==> config.mk <==
export PLATFORM = sky130hd
export DESIGN_NAME = spp_top
export DESIGN_NICKNAME = d
export VERILOG_FILES = /design/src/spp_pkg.sv /design/src/spp_step_if.sv /design/src/spp_nco.sv /design/src/spp_edge.sv /design/src/spp_top.sv
export VERILOG_INCLUDE_DIRS = /design/src
export SDC_FILE = /design/constraint.sdc
export NUM_CORES = 1
export LEC_CHECK = 0
export BUFFER_PORTS_ARGS = -buffer_cell sky130_fd_sc_hd__buf_2
export CORE_AREA = 2 2 205 207
export DETAILED_ROUTE_END_ITERATION = 12
export DIE_AREA = 0 0 207 209
export GPL_TIMING_DRIVEN = 1
export HOLD_SLACK_MARGIN = 0.15
export PLACE_DENSITY = 0.49
export SYNTH_ARGS = -nofsm -noshare
export SYNTH_HDL_FRONTEND = slang
export SYNTH_SLANG_ARGS = --single-unit
==> constraint.sdc <==
create_clock -name ref_clk -period 12.75 [get_ports ref_clk]
set_input_delay 1.9125 -clock ref_clk [delete_from_list [all_inputs] [get_ports ref_clk]]
set_output_delay 1.9125 -clock ref_clk [all_outputs]
set_load 0.03 [all_outputs]
==> src/spp_regs.svh <==
`ifndef SPP_REGS_SVH
`define SPP_REGS_SVH

// Register byte addresses
`define SPP_ADDR_JOB 5'h00
`define SPP_ADDR_CFG 5'h04
`define SPP_ADDR_STAT 5'h08
`define SPP_ADDR_IRQ_STAT 5'h0c
`define SPP_ADDR_IRQ_CLR 5'h10
`define SPP_ADDR_IRQ_EN 5'h14

// Job word fields
`define SPP_JOB_MODE 1:0
`define SPP_JOB_REF 2
`define SPP_JOB_VEL 15:4
`define SPP_JOB_LEN 31:16

// Job modes
`define SPP_MODE_STOP 2'h0
`define SPP_MODE_FWD 2'h1
`define SPP_MODE_BWD 2'h2
`define SPP_MODE_NEUTRAL 2'h3

// Configuration word fields
`define SPP_CFG_START 11:0
`define SPP_CFG_ACCEL 23:12
`define SPP_CFG_REFSW 24

// Status word fields
`define SPP_ST_REMAIN 15:0
`define SPP_ST_CONFIGURED 16
`define SPP_ST_PULSING 17
`define SPP_ST_ABORTED 18
`define SPP_ST_DIR 19
`define SPP_ST_DRIVE 20
`define SPP_ST_REFERENCED 21
`define SPP_ST_STOPPING 22

// Event bits of the interrupt registers
`define SPP_EV_DONE 0
`define SPP_EV_ABORT 1
`define SPP_EV_REF 2
`define SPP_EV_REJECT 3

// Reset values
`define SPP_CFG_START_RST 12'h010
`define SPP_CFG_ACCEL_RST 12'h001
`define SPP_CFG_REFSW_RST 1'b0
`define SPP_IRQ_EN_RST 4'h0

// Timing
`define SPP_CLK_MHZ 40
`define SPP_DIR_SETUP_NS 1000
`define SPP_DIR_SETUP_CYC ((`SPP_DIR_SETUP_NS * `SPP_CLK_MHZ + 999) / 1000)
`define SPP_RAMP_TICK_NS 10000
`define SPP_RAMP_TICK_CYC ((`SPP_RAMP_TICK_NS * `SPP_CLK_MHZ) / 1000)

`endif

==> src/spp_pkg.sv <==
package spp_pkg;

  typedef enum logic [2:0] {
    ST_IDLE,
    ST_SETUP,
    ST_ACCEL,
    ST_CRUISE,
    ST_DECEL
  } spp_state_e;

  typedef logic [11:0] spp_rate_t;

  typedef struct packed {
    logic waitreq;
    logic [31:0] rdata;
    spp_state_e st;
    spp_rate_t cfg_start;
    spp_rate_t cfg_accel;
    logic cfg_refsw;
    logic configured;
    spp_rate_t vel;
    spp_rate_t rate;
    logic [15:0] remaining;
    logic [15:0] acc_steps;
    logic [11:0] tick;
    logic [7:0] setup;
    logic dir;
    logic drv_en;
    logic step_en;
    logic aborted;
    logic stopping;
    logic ref_job;
    logic referenced;
    logic [3:0] irq_stat;
    logic [3:0] irq_en;
    logic irq;
  } spp_top_s;

  typedef struct packed {
    logic [15:0] acc;
    logic step;
  } spp_nco_s;

  typedef struct packed {
    logic prev;
  } spp_edge_s;

endpackage

==> src/spp_step_if.sv <==
`timescale 1ns/1ps
interface spp_step_if;
  logic [11:0] rate;
  logic en;
  logic step;
  modport gen (input rate, input en, output step);
  modport ctl (output rate, output en, input step);
endinterface

==> src/spp_nco.sv <==
`timescale 1ns/1ps
module spp_nco (
  input wire logic ref_clk, // System clock
  input wire logic rstn, // Synchronous reset, active low
  spp_step_if.gen sif // Rate in, step pulse out
);
  import spp_pkg::*;

  spp_nco_s s;
  spp_nco_s n;
  logic [16:0] sum;

  // Phase accumulator: step rate is rate/65536 of the clock
  always_comb
  begin
    n = s;
    sum = {1'b0, s.acc} + {5'h00, sif.rate};
    n.step = 1'b0;
    if (sif.en)
    begin
      n.acc = sum[15:0];
      n.step = sum[16];
    end
    else
    begin
      n.acc = 16'h0000;
    end
  end

  always_ff @(posedge ref_clk)
  begin
    if (!rstn)
      s <= '0;
    else
      s <= n;
  end

  assign sif.step = s.step;
endmodule // spp_nco

==> src/spp_edge.sv <==
`timescale 1ns/1ps
module spp_edge (
  input wire logic ref_clk, // System clock
  input wire logic rstn, // Synchronous reset, active low
  input wire logic level, // Sampled level
  output logic rise // High for the cycle the level first reads high
);
  import spp_pkg::*;

  spp_edge_s s;
  spp_edge_s n;

  always_comb
  begin
    n.prev = level;
  end

  always_ff @(posedge ref_clk)
  begin
    if (!rstn)
      s <= '0;
    else
      s <= n;
  end

  assign rise = level & ~s.prev;
endmodule // spp_edge

==> src/spp_top.sv <==
// Notes on behaviour
// - Emit exactly as many step pulses as the commanded path length.
// - Step pulse rate follows the commanded velocity.
// - Rate profile: acceleration ramp, constant section, mirrored deceleration.
// - Passing a range limit switch halts the pulse output.
// - External stop brings motion to rest along a deceleration ramp.
// - Pulse inhibit stops step pulses at once, with no ramp.
// - Reference approach works with or without a reference switch.
// - Remaining distance and status bits are reported to the host.
// - A job carries velocity, direction and path length; it is executed.
// - Indicators show configured, pulsing and aborted.
// - Four modes: stop, start forwards, start backwards, neutral.
`timescale 1ns/1ps
`include "spp_regs.svh"
module spp_top (
  input wire logic ref_clk, // 40 MHz clock
  input wire logic rstn, // Synchronous reset, active low
  input wire logic [4:0] avs_address, // Byte address
  input wire logic avs_read, // Read request
  input wire logic avs_write, // Write request
  input wire logic [31:0] avs_writedata, // Write data
  input wire logic [3:0] avs_byteenable, // Write byte lanes
  output logic [31:0] avs_readdata, // Read data
  output logic avs_waitrequest, // Stall while high
  input wire logic limit_fwd, // Forward range limit reached
  input wire logic limit_bwd, // Backward range limit reached
  input wire logic ext_stop, // External controlled stop
  input wire logic pulse_inhibit_input, // Emergency pulse inhibit
  input wire logic ref_switch, // Reference point switch
  output logic step_pulse, // Step pulse to power section
  output logic step_dir, // Direction, high for forwards
  output logic drive_enable, // Power section enabled
  output logic configured_indicator, // Configuration received
  output logic pulsing_indicator, // Pulses being output
  output logic aborted_indicator, // Positioning interrupted
  output logic irq // Level interrupt
);
  import spp_pkg::*;

  localparam logic [7:0] DIR_SETUP = 8'(`SPP_DIR_SETUP_CYC);
  localparam logic [11:0] RAMP_TICK = 12'(`SPP_RAMP_TICK_CYC);

  spp_top_s s;
  spp_top_s n;
  spp_step_if sif ();
  logic ref_rise;

  spp_nco u_nco (
    .ref_clk(ref_clk),
    .rstn(rstn),
    .sif(sif)
  );

  spp_edge u_ref_edge (
    .ref_clk(ref_clk),
    .rstn(rstn),
    .level(ref_switch),
    .rise(ref_rise)
  );

  function automatic logic [31:0] lanes(input logic [31:0] old_v,
                                        input logic [31:0] new_v,
                                        input logic [3:0] be);
    logic [31:0] r;
    r = old_v;
    for (int i = 0; i < 4; i++)
    begin
      if (be[i])
        r[8*i +: 8] = new_v[8*i +: 8];
    end
    return r;
  endfunction

  always_comb
  begin
    logic [3:0] ev;
    logic [3:0] clr;
    logic [31:0] wd;
    logic [31:0] stat;
    logic take_wr;
    logic moving;
    logic ramp;
    logic halt;
    logic finish;
    logic [12:0] up;
    logic [12:0] down;
    ev = 4'h0;
    clr = 4'h0;
    wd = 32'h0000_0000;
    take_wr = avs_write & ~s.waitreq;
    moving = (s.st != ST_IDLE);
    ramp = 1'b0;
    halt = 1'b0;
    finish = 1'b0;
    up = 13'h0000;
    down = 13'h0000;
    n = s;

    // Status word seen by the host
    stat = 32'h0000_0000;
    stat[`SPP_ST_REMAIN] = s.remaining;
    stat[`SPP_ST_CONFIGURED] = s.configured;
    stat[`SPP_ST_PULSING] = s.step_en;
    stat[`SPP_ST_ABORTED] = s.aborted;
    stat[`SPP_ST_DIR] = s.dir;
    stat[`SPP_ST_DRIVE] = s.drv_en;
    stat[`SPP_ST_REFERENCED] = s.referenced;
    stat[`SPP_ST_STOPPING] = s.stopping;

    // One wait cycle, then the request is taken
    n.waitreq = ~((avs_read | avs_write) & s.waitreq);
    if (avs_read & s.waitreq)
    begin
      case (avs_address)
        `SPP_ADDR_STAT: n.rdata = stat;
        `SPP_ADDR_CFG: n.rdata = {7'h00, s.cfg_refsw, s.cfg_accel,
                                  s.cfg_start};
        `SPP_ADDR_IRQ_STAT: n.rdata = {28'h0000000, s.irq_stat};
        `SPP_ADDR_IRQ_EN: n.rdata = {28'h0000000, s.irq_en};
        default: n.rdata = 32'h0000_0000;
      endcase
    end

    if (take_wr)
    begin
      case (avs_address)
        `SPP_ADDR_CFG:
        begin
          wd = lanes({7'h00, s.cfg_refsw, s.cfg_accel, s.cfg_start},
                     avs_writedata, avs_byteenable);
          // Motor data may not change under a moving axis
          if (!moving)
          begin
            n.cfg_start = wd[`SPP_CFG_START];
            n.cfg_accel = wd[`SPP_CFG_ACCEL];
            n.cfg_refsw = wd[`SPP_CFG_REFSW];
            n.configured = 1'b1;
          end
        end
        `SPP_ADDR_IRQ_CLR:
          clr = avs_writedata[3:0] & {4{avs_byteenable[0]}};
        `SPP_ADDR_IRQ_EN:
        begin
          if (avs_byteenable[0])
            n.irq_en = avs_writedata[3:0];
        end
        `SPP_ADDR_JOB:
        begin
          // Whole job arrives as one four-byte message
          wd = lanes(32'h0000_0000, avs_writedata, avs_byteenable);
          case (wd[`SPP_JOB_MODE])
            `SPP_MODE_STOP:
            begin
              if (moving)
                n.stopping = 1'b1;
            end
            `SPP_MODE_NEUTRAL:
            begin
              if (!moving)
                n.drv_en = 1'b0;
              else
                ev[`SPP_EV_REJECT] = 1'b1;
            end
            default:
            begin
              // Forwards or backwards start
              if (moving || !s.configured || ext_stop ||
                  pulse_inhibit_input ||
                  (wd[`SPP_JOB_MODE] == `SPP_MODE_FWD && limit_fwd) ||
                  (wd[`SPP_JOB_MODE] == `SPP_MODE_BWD && limit_bwd))
              begin
                ev[`SPP_EV_REJECT] = 1'b1;
              end
              else if (wd[`SPP_JOB_REF] && !s.cfg_refsw)
              begin
                // No switch fitted: the present position becomes reference
                n.referenced = 1'b1;
                ev[`SPP_EV_REF] = 1'b1;
              end
              else
              begin
                n.dir = (wd[`SPP_JOB_MODE] == `SPP_MODE_FWD);
                n.drv_en = 1'b1;
                n.remaining = wd[`SPP_JOB_LEN];
                n.vel = (wd[`SPP_JOB_VEL] < s.cfg_start) ? s.cfg_start :
                        wd[`SPP_JOB_VEL];
                n.ref_job = wd[`SPP_JOB_REF];
                n.referenced = s.referenced & ~wd[`SPP_JOB_REF];
                n.aborted = 1'b0;
                n.stopping = 1'b0;
                n.setup = DIR_SETUP;
                n.st = ST_SETUP;
              end
            end
          endcase
        end
        default:
        begin
        end
      endcase
    end

    // Ramp time base
    if (s.st == ST_ACCEL || s.st == ST_CRUISE || s.st == ST_DECEL)
    begin
      if (s.tick == 12'h000)
      begin
        n.tick = RAMP_TICK - 12'h001;
        ramp = 1'b1;
      end
      else
      begin
        n.tick = s.tick - 12'h001;
      end
    end

    if (s.step_en && sif.step)
    begin
      n.remaining = s.remaining - 16'h0001;
      if (s.st == ST_ACCEL)
        n.acc_steps = s.acc_steps + 16'h0001;
    end

    if (moving && (ext_stop || (s.ref_job && ref_rise)))
      n.stopping = 1'b1;
    if (moving && s.ref_job && ref_rise && s.cfg_refsw)
    begin
      n.referenced = 1'b1;
      ev[`SPP_EV_REF] = 1'b1;
    end

    up = {1'b0, s.rate} + {1'b0, s.cfg_accel};
    down = {1'b0, s.rate} - {1'b0, s.cfg_accel};

    case (s.st)
      ST_IDLE:
      begin
        n.step_en = 1'b0;
      end
      ST_SETUP:
      begin
        // Direction has settled before stepping starts
        if (s.setup != 8'h00)
          n.setup = s.setup - 8'h01;
        else if (s.remaining == 16'h0000 || s.stopping)
          finish = 1'b1;
        else
        begin
          n.rate = s.cfg_start;
          n.acc_steps = 16'h0000;
          n.tick = RAMP_TICK - 12'h001;
          n.step_en = 1'b1;
          n.st = ST_ACCEL;
        end
      end
      ST_ACCEL:
      begin
        if (ramp)
        begin
          if (up >= {1'b0, s.vel})
          begin
            n.rate = s.vel;
            n.st = ST_CRUISE;
          end
          else
          begin
            n.rate = up[11:0];
          end
        end
        if (n.stopping || n.remaining <= n.acc_steps)
          n.st = ST_DECEL;
      end
      ST_CRUISE:
      begin
        if (n.stopping || n.remaining <= s.acc_steps)
          n.st = ST_DECEL;
      end
      ST_DECEL:
      begin
        if (ramp)
        begin
          if (s.rate <= s.cfg_accel ||
              down[11:0] <= s.cfg_start)
            n.rate = s.cfg_start;
          else
            n.rate = down[11:0];
        end
        if (s.stopping && s.rate == s.cfg_start && n.remaining != 16'h0000)
          halt = 1'b1;
      end
      default:
      begin
        n.st = ST_IDLE;
      end
    endcase

    if (s.step_en && n.remaining == 16'h0000)
      finish = 1'b1;

    // Range limit passed or inhibit: cut pulses with no ramp
    if (moving && (pulse_inhibit_input ||
        (s.dir && limit_fwd) || (!s.dir && limit_bwd)))
      halt = 1'b1;

    if (halt)
    begin
      n.st = ST_IDLE;
      n.step_en = 1'b0;
      n.stopping = 1'b0;
      n.aborted = 1'b1;
      ev[`SPP_EV_ABORT] = 1'b1;
    end
    else if (finish)
    begin
      n.st = ST_IDLE;
      n.step_en = 1'b0;
      n.aborted = s.stopping;
      n.stopping = 1'b0;
      ev[`SPP_EV_DONE] = ~s.stopping;
      ev[`SPP_EV_ABORT] = s.stopping;
    end

    // A new event wins over a clear in the same cycle
    n.irq_stat = (s.irq_stat & ~clr) | ev;
    n.irq = |(n.irq_stat & n.irq_en);
  end

  always_ff @(posedge ref_clk)
  begin
    if (!rstn)
    begin
      s <= '0;
      s.waitreq <= 1'b1;
      s.st <= ST_IDLE;
      s.cfg_start <= `SPP_CFG_START_RST;
      s.cfg_accel <= `SPP_CFG_ACCEL_RST;
      s.cfg_refsw <= `SPP_CFG_REFSW_RST;
      s.irq_en <= `SPP_IRQ_EN_RST;
    end
    else
    begin
      s <= n;
    end
  end

  assign sif.rate = s.rate;
  assign sif.en = s.step_en;

  assign avs_readdata = s.rdata;
  assign avs_waitrequest = s.waitreq;
  assign step_pulse = sif.step;
  assign step_dir = s.dir;
  assign drive_enable = s.drv_en;
  assign configured_indicator = s.configured;
  assign pulsing_indicator = s.step_en;
  assign aborted_indicator = s.aborted;
  assign irq = s.irq;
endmodule // spp_top

Word level (Yosys, flattened, before mapping)
Index checks and enable logic that the tools add are counted.
- register bits: 172
- bits of input ports: 50
- output and inout port bits: 40
- word-level logic and storage cells: 252
- add/subtract/negate cells: 7
- $lt $le $gt $ge: 6
- equal/unequal tests: 25
- mux-type cells: 101
- bitwise logic cells: 22
- reductions and logical operators: 63
- operator list (cell ; number):
    two-way mux 12 bit ; 13
    case mux 25 bit (4 select lines) ; 1
    two-way mux 16 bit ; 6
    two-way mux 8 bit ; 12
    two-way mux 28 bit ; 2
    two-way mux 26 bit ; 2
    two-way mux 41 bit ; 1
    two-way mux 10 bit ; 4
    two-way mux 36 bit ; 1
    case mux 12 bit (3 select lines) ; 1
    two-way mux 3 bit ; 11
    <= comparator 16 bit ; 2
    zero test 16 bit ; 2
    two-way mux 32 bit ; 1
    two-way mux 4 bit ; 8
    two-way mux 1 bit ; 26
    <= comparator 12 bit ; 2
    AND reduction 4 bit ; 5
    adder 16 x 12 -> 17 bit ; 1
    adder 16 x 1 -> 16 bit, second input constant ; 1
    nonzero test 16 bit ; 1
    subtractor 16 x 1 -> 16 bit, second input constant ; 1
    logical AND 1 bit ; 15
    AND reduction 5 bit ; 3
    other kinds (43) ; 102

Longest topological paths before layout
Gate-level depths: netlist (run 1).
- depth after elaboration: 21
- gate-level depth with buffers: 22
- depth with buffers taken out: 19

Modules after synthesis
Synthesis (run 1) repeated with hierarchy kept, for this count alone.
- cells, all modules: 1506
- area, all modules: 11698.7 µm²
- by module, submodules not included (module ; times used ; cells each ; area an instance (µm²) ; sequential area each (µm²)):
    spp_top ; 1 ; 1380 ; 10602.7 ; 2942.8
    spp_nco ; 1 ; 123 ; 1056.0 ; 340.3
    spp_edge ; 1 ; 3 ; 40.0 ; 20.0

Least setup slack after synthesis (run 1)
No wires, ideal clock.
- path type: input port to flip-flop
- start point: input avs_byteenable[0]
- end point: register s[118] (netlist name)
- library setup time: 0.079 ns
- arrival time: 6.070 ns
- data required time: 12.671 ns
- slack: 6.601 ns
- stages: 21
- buffers on the path: 3
- path through: clkbuf_1 clkbuf_1 nand2_1 ha_1 nor3b_1 and4_1 buf_2 nand3_1 o311a_1 a311oi_1 inv_1 ha_1 nand4_1 nor4_1 o211ai_1 a41oi_1 a311oi_1 a311oi_1 mux2_2 nand2_1 a211oi_2
- RTL lines (element ; RTL line ; text):
    from (decl) ; spp_top.sv:22 ; input wire logic [3:0] avs_byteenable,
    to (signal assigned) ; spp_top.sv:342 ; s <= n;
    to (decl) ; spp_top.sv:43 ; spp_top_s s;

==> run metrics, run 1 <==
fraction of registers with async set/reset=0%; cells after synthesis=1438; Startpoint Class=input port; cts hold-fix bufs=0; drt initial violations=approximately 600; drt total wl=~38000 um; Die ar.=~43000 um^2; cell taking the most area after synthesis=dfxtp_1; Final Hold Fails=0; first-pass GRT wire length=between 50000 and 60000 um; # port buffers=82; Chip Width=about 210 um; max cap viols=0; clock net sink count=165; # diodes=0; clk_lat worst skew=0.45 ns; synthesized area=about 11000 um^2; total negative setup slack=0 ns; Area growth syn-to-layout=11.2%; clock tree buffer depth=2; GR Util met1=22.4%; post-CTS setup buffers=0; Synth top area share=between 20% and 30%; Reg clk slew, reported paths=about 0.070 ns; area occupied by multi-input gates=7270 um^2; Routed WL per cell=19.1 um; CTS tree=built; power per cell area=approximately 87 nW/um^2; Main synth FF type=dfxtp_1; most crowded layer after global routing=met2; final slew viol count=0; Seq/Total Area, Yosys=just under 30%; Die H=209 um; initial antenna violation count=0; Worst Path Required=~13 ns; vias per inst=5.18; GRT overflow=0; worst-margin pin slew=0.949 ns; total track usage=between 15 and 20%; met3 Track Usage GR=under 10%; initial core utilization=a little over a quarter; RSZ-0062 raised after global routing=no; dominant cells by area after synthesis=dfxtp_1 (29%), ha_1 (12%), nor2_1 (5.4%); num rows=75; via count=10400; Max FO, Critical Path=18; # fillers=around 4500; status=complete, no violations; M2 GR Usage=29.6%; post-CTS sizing=0; largest net degree at the start of global routing=between 60 and 70; critical path endpoint category=register; Seq cells post-synth=about 170; number of enable flip-flop cells after synthesis=0; core outline area=41300 um^2; slew margin rel.=a little over a third; P_leak=around 5 nW; Pre-antenna DRT Iters=5; Final HPWL DP=about 30000 um; drt drc=0; pre-CTS setup slack=5.90 ns; worst setup slack after layout=6.39 ns; post-route core utilization=30.6%; top-level port count=90; VDD IR max=between 0.08 and 0.09 mV; vias in the first global route=slightly above 10000; Final nets=1617; clk_skew=between 0.01 and 0.015 ns; Root Driver=clkbuf_16; H-tree levels=4; yosys warns=0; Avg Cell Area, Syn=roughly 7.9 um^2; sequential cell area=about 3300 um^2; Detail Route Antenna Nets=0; share of layout cells above drive strength 1=10.4%; Achievable Freq=about 160 MHz; hold slack=roughly 0.46 ns; critical path class=input port to register; final critical-path share of the clock period=around 50%; crit path DAT=6.73 ns; post-layout min period=6.36 ns; Tightest Hold Check Type=register to register; CTS buffer count=17; post-synth cell types=between 70 and 80; GP Congestion=between 0.9 and 1; Final setup viols=0
-- kinds of logic after synthesis --
group                    share of synthesized area [%]
buffers and inverters                             7.30
other                                           0.0330
AO/OA/AOI/OAI                                     20.5
AND/OR/NAND/NOR                                   23.2
flip-flops                                        29.1
XOR/XNOR                                          5.40
adder cells (fa/ha/maj)                           12.4
multiplexers                                      2.01
-- area by class of cell --
| class | instances | share of cell area, % |
|---|---|---|
| clock buffer | 19 | 3.51 |
| clock inverter | 13 | 0.961 |
| inverter | 83 | 2.47 |
| multi-input combinational | 1095 | 57.6 |
| sequential | 165 | 26.2 |
| tap | 539 | 5.34 |
| timing repair buffer | 94 | 3.96 |
-- stage by stage --
step | cell area, um^2 | cells | total power, mW
global route | 12600 | 2008 | 1.13
floorplan | 11400 | 1444 | 0.564
detailed placement | 12100 | 1976 | 0.588
finish | 12600 | 2008 | 1.09
CTS | 12600 | 2008 | 1.11
global placement | 12100 | 1976 | 0.588
-- registers in the layout, indices dropped and copies added, names as in the netlist, 12 cells and up --
register	cells
u_nco.s	16
s	103
sif.rate	12
avs_readdata	25
-- synthesized netlist by cell type (4+ instances only) --
cell type,n
o22ai_1,4
nand2_1,104
a31oi_1,16
a211o_1,6
o21ai_0,43
a21o_1,22
nor3_1,33
o211ai_1,17
o21a_1,5
a222oi_1,5
nor2b_1,17
o21bai_1,6
a22oi_1,22
nand2b_1,11
nand4_1,24
buf_1,4
xnor2_1,49
nor4_1,11
buf_4,32
nor2_1,163
a221oi_1,6
and3_1,13
or2_2,6
mux2i_1,16
a41oi_1,8
nand3_1,59
a41o_1,4
and4_1,5
a21oi_1,120
or4_1,5
clkbuf_1,61
mux2_2,6
nor3b_1,9
a21boi_0,5
a211oi_1,20
xor2_1,21
nor4b_1,6
dfxtp_1,165
inv_1,82
ha_1,108
and2_1,32
o31ai_1,7
or3_1,24
a311oi_1,5
-- cells in the final DEF, fill, tap and decap left out, types with 6 or more instances in the layout --
cell and n:
a211o_1 6, a211oi_1 20, a21o_1 22, a21oi_1 120, a221oi_1 6, a22oi_1 22, a31oi_1 16, a41oi_1 8
and2_1 32, and3_1 13, buf_2 82, buf_4 12, clkbuf_16 17, conb_1 7, dfxtp_1 165, ha_1 108
inv_1 82, mux2_2 6, mux2i_1 16, nand2_1 104, nand2b_1 11, nand3_1 59, nand4_1 24, nor2_1 163
nor2b_1 16, nor3_1 33, nor3b_1 6, nor4_1 11, nor4b_1 6, o211ai_1 17, o21ai_0 43, o21bai_1 6
o31ai_1 7, or2_2 6, or3_1 24, xnor2_1 49, xor2_1 21
-- routing by layer --
| layer | wire length [um] | vias to the layer above |
|---|---|---|
| li1 | - | 5162 |
| met3 | 1380 | 73 |
| met1 | 17100 | 4939 |
| met4 | 1850 | 0 |
| met2 | 18000 | 224 |
| met5 | 0 | - |
-- worst max-delay path, stage by stage --
cell and delay, ns:
buf_2 0.28, nand2_1 0.16, ha_1 0.22, a22oi_1 0.37, nand4_1 0.24, nor3_1 0.62
nor2_1 0.11, a211o_1 0.38, ha_1 0.33, nand4_1 0.14, nor4_1 0.59, o211ai_1 0.17
a41oi_1 0.21, a311oi_1 0.07, a311oi_1 0.43, mux2_2 0.23, nand2_1 0.07, a211oi_2 0.18
-- power breakdown --
group / internal (mW) / leakage, nW / switching (mW)
Combinational: 0.0182 / 3.48 / 0.0416
Sequential: 0.516 / 1.33 / 0.000860
Clock: 0.277 / 0.275 / 0.242
Total: 0.810 / 5.09 / 0.284
-- worst paths after layout --
path                            cells past startpoint         startpoint                to  slack (ns)
worst max register to register                     17              s[52]            s[118]        7.61
worst min register to register                      2   avs_readdata[24]  avs_readdata[24]        0.46
worst max-delay path                               18  avs_byteenable[0]            s[118]        6.39
worst min-delay path                                2   avs_readdata[24]  avs_readdata[24]        0.46
(Power assumes the default switching activity.)
==> inputs of run 2 (changes only) <==
- PLACE_DENSITY: 0.49 -> 0.5
- clock period: 12.75 -> 5.2 ns (I/O delays scaled with it)
==> run metrics, run 2 (synthesized netlist as in run 1, its figures left out) <==
power share of the clock group=48.1% (+0.7 points); P_leak=5.24 nW (+2.9%); sequential cell area=3300 um^2 (unchanged); sequential share of power=46.4% (-0.8 points); worst setup slack after layout=0.426 ns (-5.96 ns); critical path endpoint category=register; power per cell area=212 nW/um^2 (+140%); slew margin rel.=40.2% (+3.6 points); status=complete, no violations; RSZ-0062 raised after global routing=no; Switching Fraction=25.2% (-0.74 points); Sw Pwr=0.689 mW (+140%); Most flops, register=s; CTS buffer count=17 (unchanged); hold slack=0.465 ns (+0.00702 ns); clk_lat worst skew=0.45 ns (about the same); Achievable Freq=approximately 210 MHz; initial core utilization=27.5% (unchanged); H-tree levels=4 (unchanged); share of layout cells above drive strength 1=12.1% (+1.7 points); Design Area, Final=12900 um^2 (+1.9%); post-layout min period=roughly 4.8 ns; post-route core utilization=31.1% (+0.57 points); CTS tree=built; Routed WL per cell=19.1 um (about the same); crit path DAT=5.15 ns (-1.58 ns); first-pass GRT wire length=59900 um (+1.1%); pre-CTS setup slack=-0.0781 ns (-5.98 ns); Worst Path Required=5.57 ns (-7.55 ns); max reg flops=103 (unchanged); vias in the first global route=10300 (+2.0%); Max FO, Critical Path=6 (-12); GRT overflow=0 (unchanged); drt total wl=38900 um (+1.4%); Chip Width=207 um (unchanged); Final setup viols=0 (unchanged); num rows=75 (unchanged); area occupied by multi-input gates=7280 um^2 (about the same); Reg clk slew, reported paths=0.07 ns (about the same); DP Cell Count=2004 (+1.4%); worst-margin pin slew=0.895 ns (-0.0543 ns); initial antenna violation count=0 (unchanged); clock tree buffer depth=2 (unchanged); # port buffers=82 (unchanged); Final nets=1645 (+1.7%); total negative setup slack=0 ns (unchanged); clk_skew=0.00890 ns (-0.00303 ns); Slowest-stage cell, CP=or4b_4; Die ar.=43300 um^2 (unchanged); vias per inst=5.20 (+0.45%); cts hold-fix bufs=0 (unchanged); final critical-path share of the clock period=91.8%; GP Congestion=0.935 (-2.1%); CP top delay family=compound AO/OA/AOI/OAI gates; non-filler instance count after layout=2035 (+1.3%); Startpoint Class=register; VDD IR max=0.207 mV (+150%); final slew viol count=0 (unchanged); # diodes=0 (unchanged); Worst Path Buf+Inv=3 (+2); largest net degree at the start of global routing=47 (-30%); Final HPWL DP=31000 um (+2.1%); Area growth syn-to-layout=13.3%; Final Hold Fails=0 (unchanged); total track usage=17.9% (+0.13 points); Root Driver=clkbuf_16; worst stage delay on the critical path=0.52 ns (-0.10 ns); Pre-antenna DRT Iters=6 (+1); drt initial violations=753 (+25%); cells along the critical path=inv_1, ha_1, or4b_4, or3_1, o311a_1, a311oi_1, inv_1, ha_1, nand4_1, nor4_1, buf_4, o211ai_1, a41oi_1, a311oi_1, a311oi_2, mux2_2, nand2_1, a211oi_2; critical path class=register to register; commonest non-fill, non-tap cell in the layout=dfxtp_1; commonest non-fill, non-tap cells in the layout=dfxtp_1 (165), nor2_1 (163), a21oi_1 (120); core outline area=41300 um^2 (unchanged); clock net sink count=165 (unchanged); # fillers=4479 (+0.65%); Logic pwr share=5.5% (about the same); Detail Route Antenna Nets=0 (unchanged); drt drc=0 (unchanged); Tightest Hold Check Type=register to register; overall power after layout=2.73 mW (+150%); top-level port count=90 (unchanged); Die H=209 um (unchanged); placed inst area=12300 um^2 (+1.7%); via count=10600 (+1.8%); Int Pwr=2.04 mW (+150%); max cap viols=0 (unchanged)
[run 2: routing by layer]
metal | GRT usage [%] | vias to the layer above | share of wire [%] | routed length [um]
met5 | 0 | - | 0 | 0
met4 | 6.45 | 0 | 2.7 | 1050
met3 | 2.54 | 54 | 5.0 | 1950
met2 | 31.2 | 295 | 49 | 19100
met1 | 22.5 | 5030 | 43 | 16800
li1 | - | 5206 | - | -
[run 2: repair_timing]
action	in CTS	in global routing
setup endpoints to repair	0	1
resized for setup	0	1
buffers inserted	0	0
hold endpoints to repair	0	0
[run 2: final timing paths]
| kind | from | endpoint | slack (ns) | depth (start not counted) |
|---|---|---|---|---|
| hold / removal | avs_readdata[23] | avs_readdata[23] | 0.46 | 2 |
| setup / recovery | s[52] | s[118] | 0.43 | 18 |
| hold reg to reg | avs_readdata[23] | avs_readdata[23] | 0.46 | 2 |
| setup reg to reg | s[52] | s[118] | 0.43 | 18 |
[run 2: area by class of cell]
type,count,area share (%)
multi-input combinational,1095,56.6
tap,539,5.24
clock buffer,20,3.55
clock inverter,11,0.992
timing repair buffer,122,5.53
sequential,165,25.7
inverter,83,2.42
[run 2: worst reg2reg max path, delay by kind of cell (launching register included)]
family          cells  cell delay (ns)
simple gates        5             1.49
flops               1             0.35
fa+ha+maj           2             0.60
compound gates      7             1.51
mux                 1             0.22
buf+inv             3             0.53
[run 2: power by group through the flow]
| stage | clock network, mW | registers, mW | logic [mW] |
|---|---|---|---|
| after CTS | 1.35 | 1.27 | 0.152 |
| final | 1.31 | 1.27 | 0.152 |
| after floorplan | 0 | 1.30 | 0.0875 |
| after global routing | 1.40 | 1.27 | 0.164 |
| after global placement | 0 | 1.30 | 0.151 |
| after detailed placement | 0 | 1.30 | 0.151 |
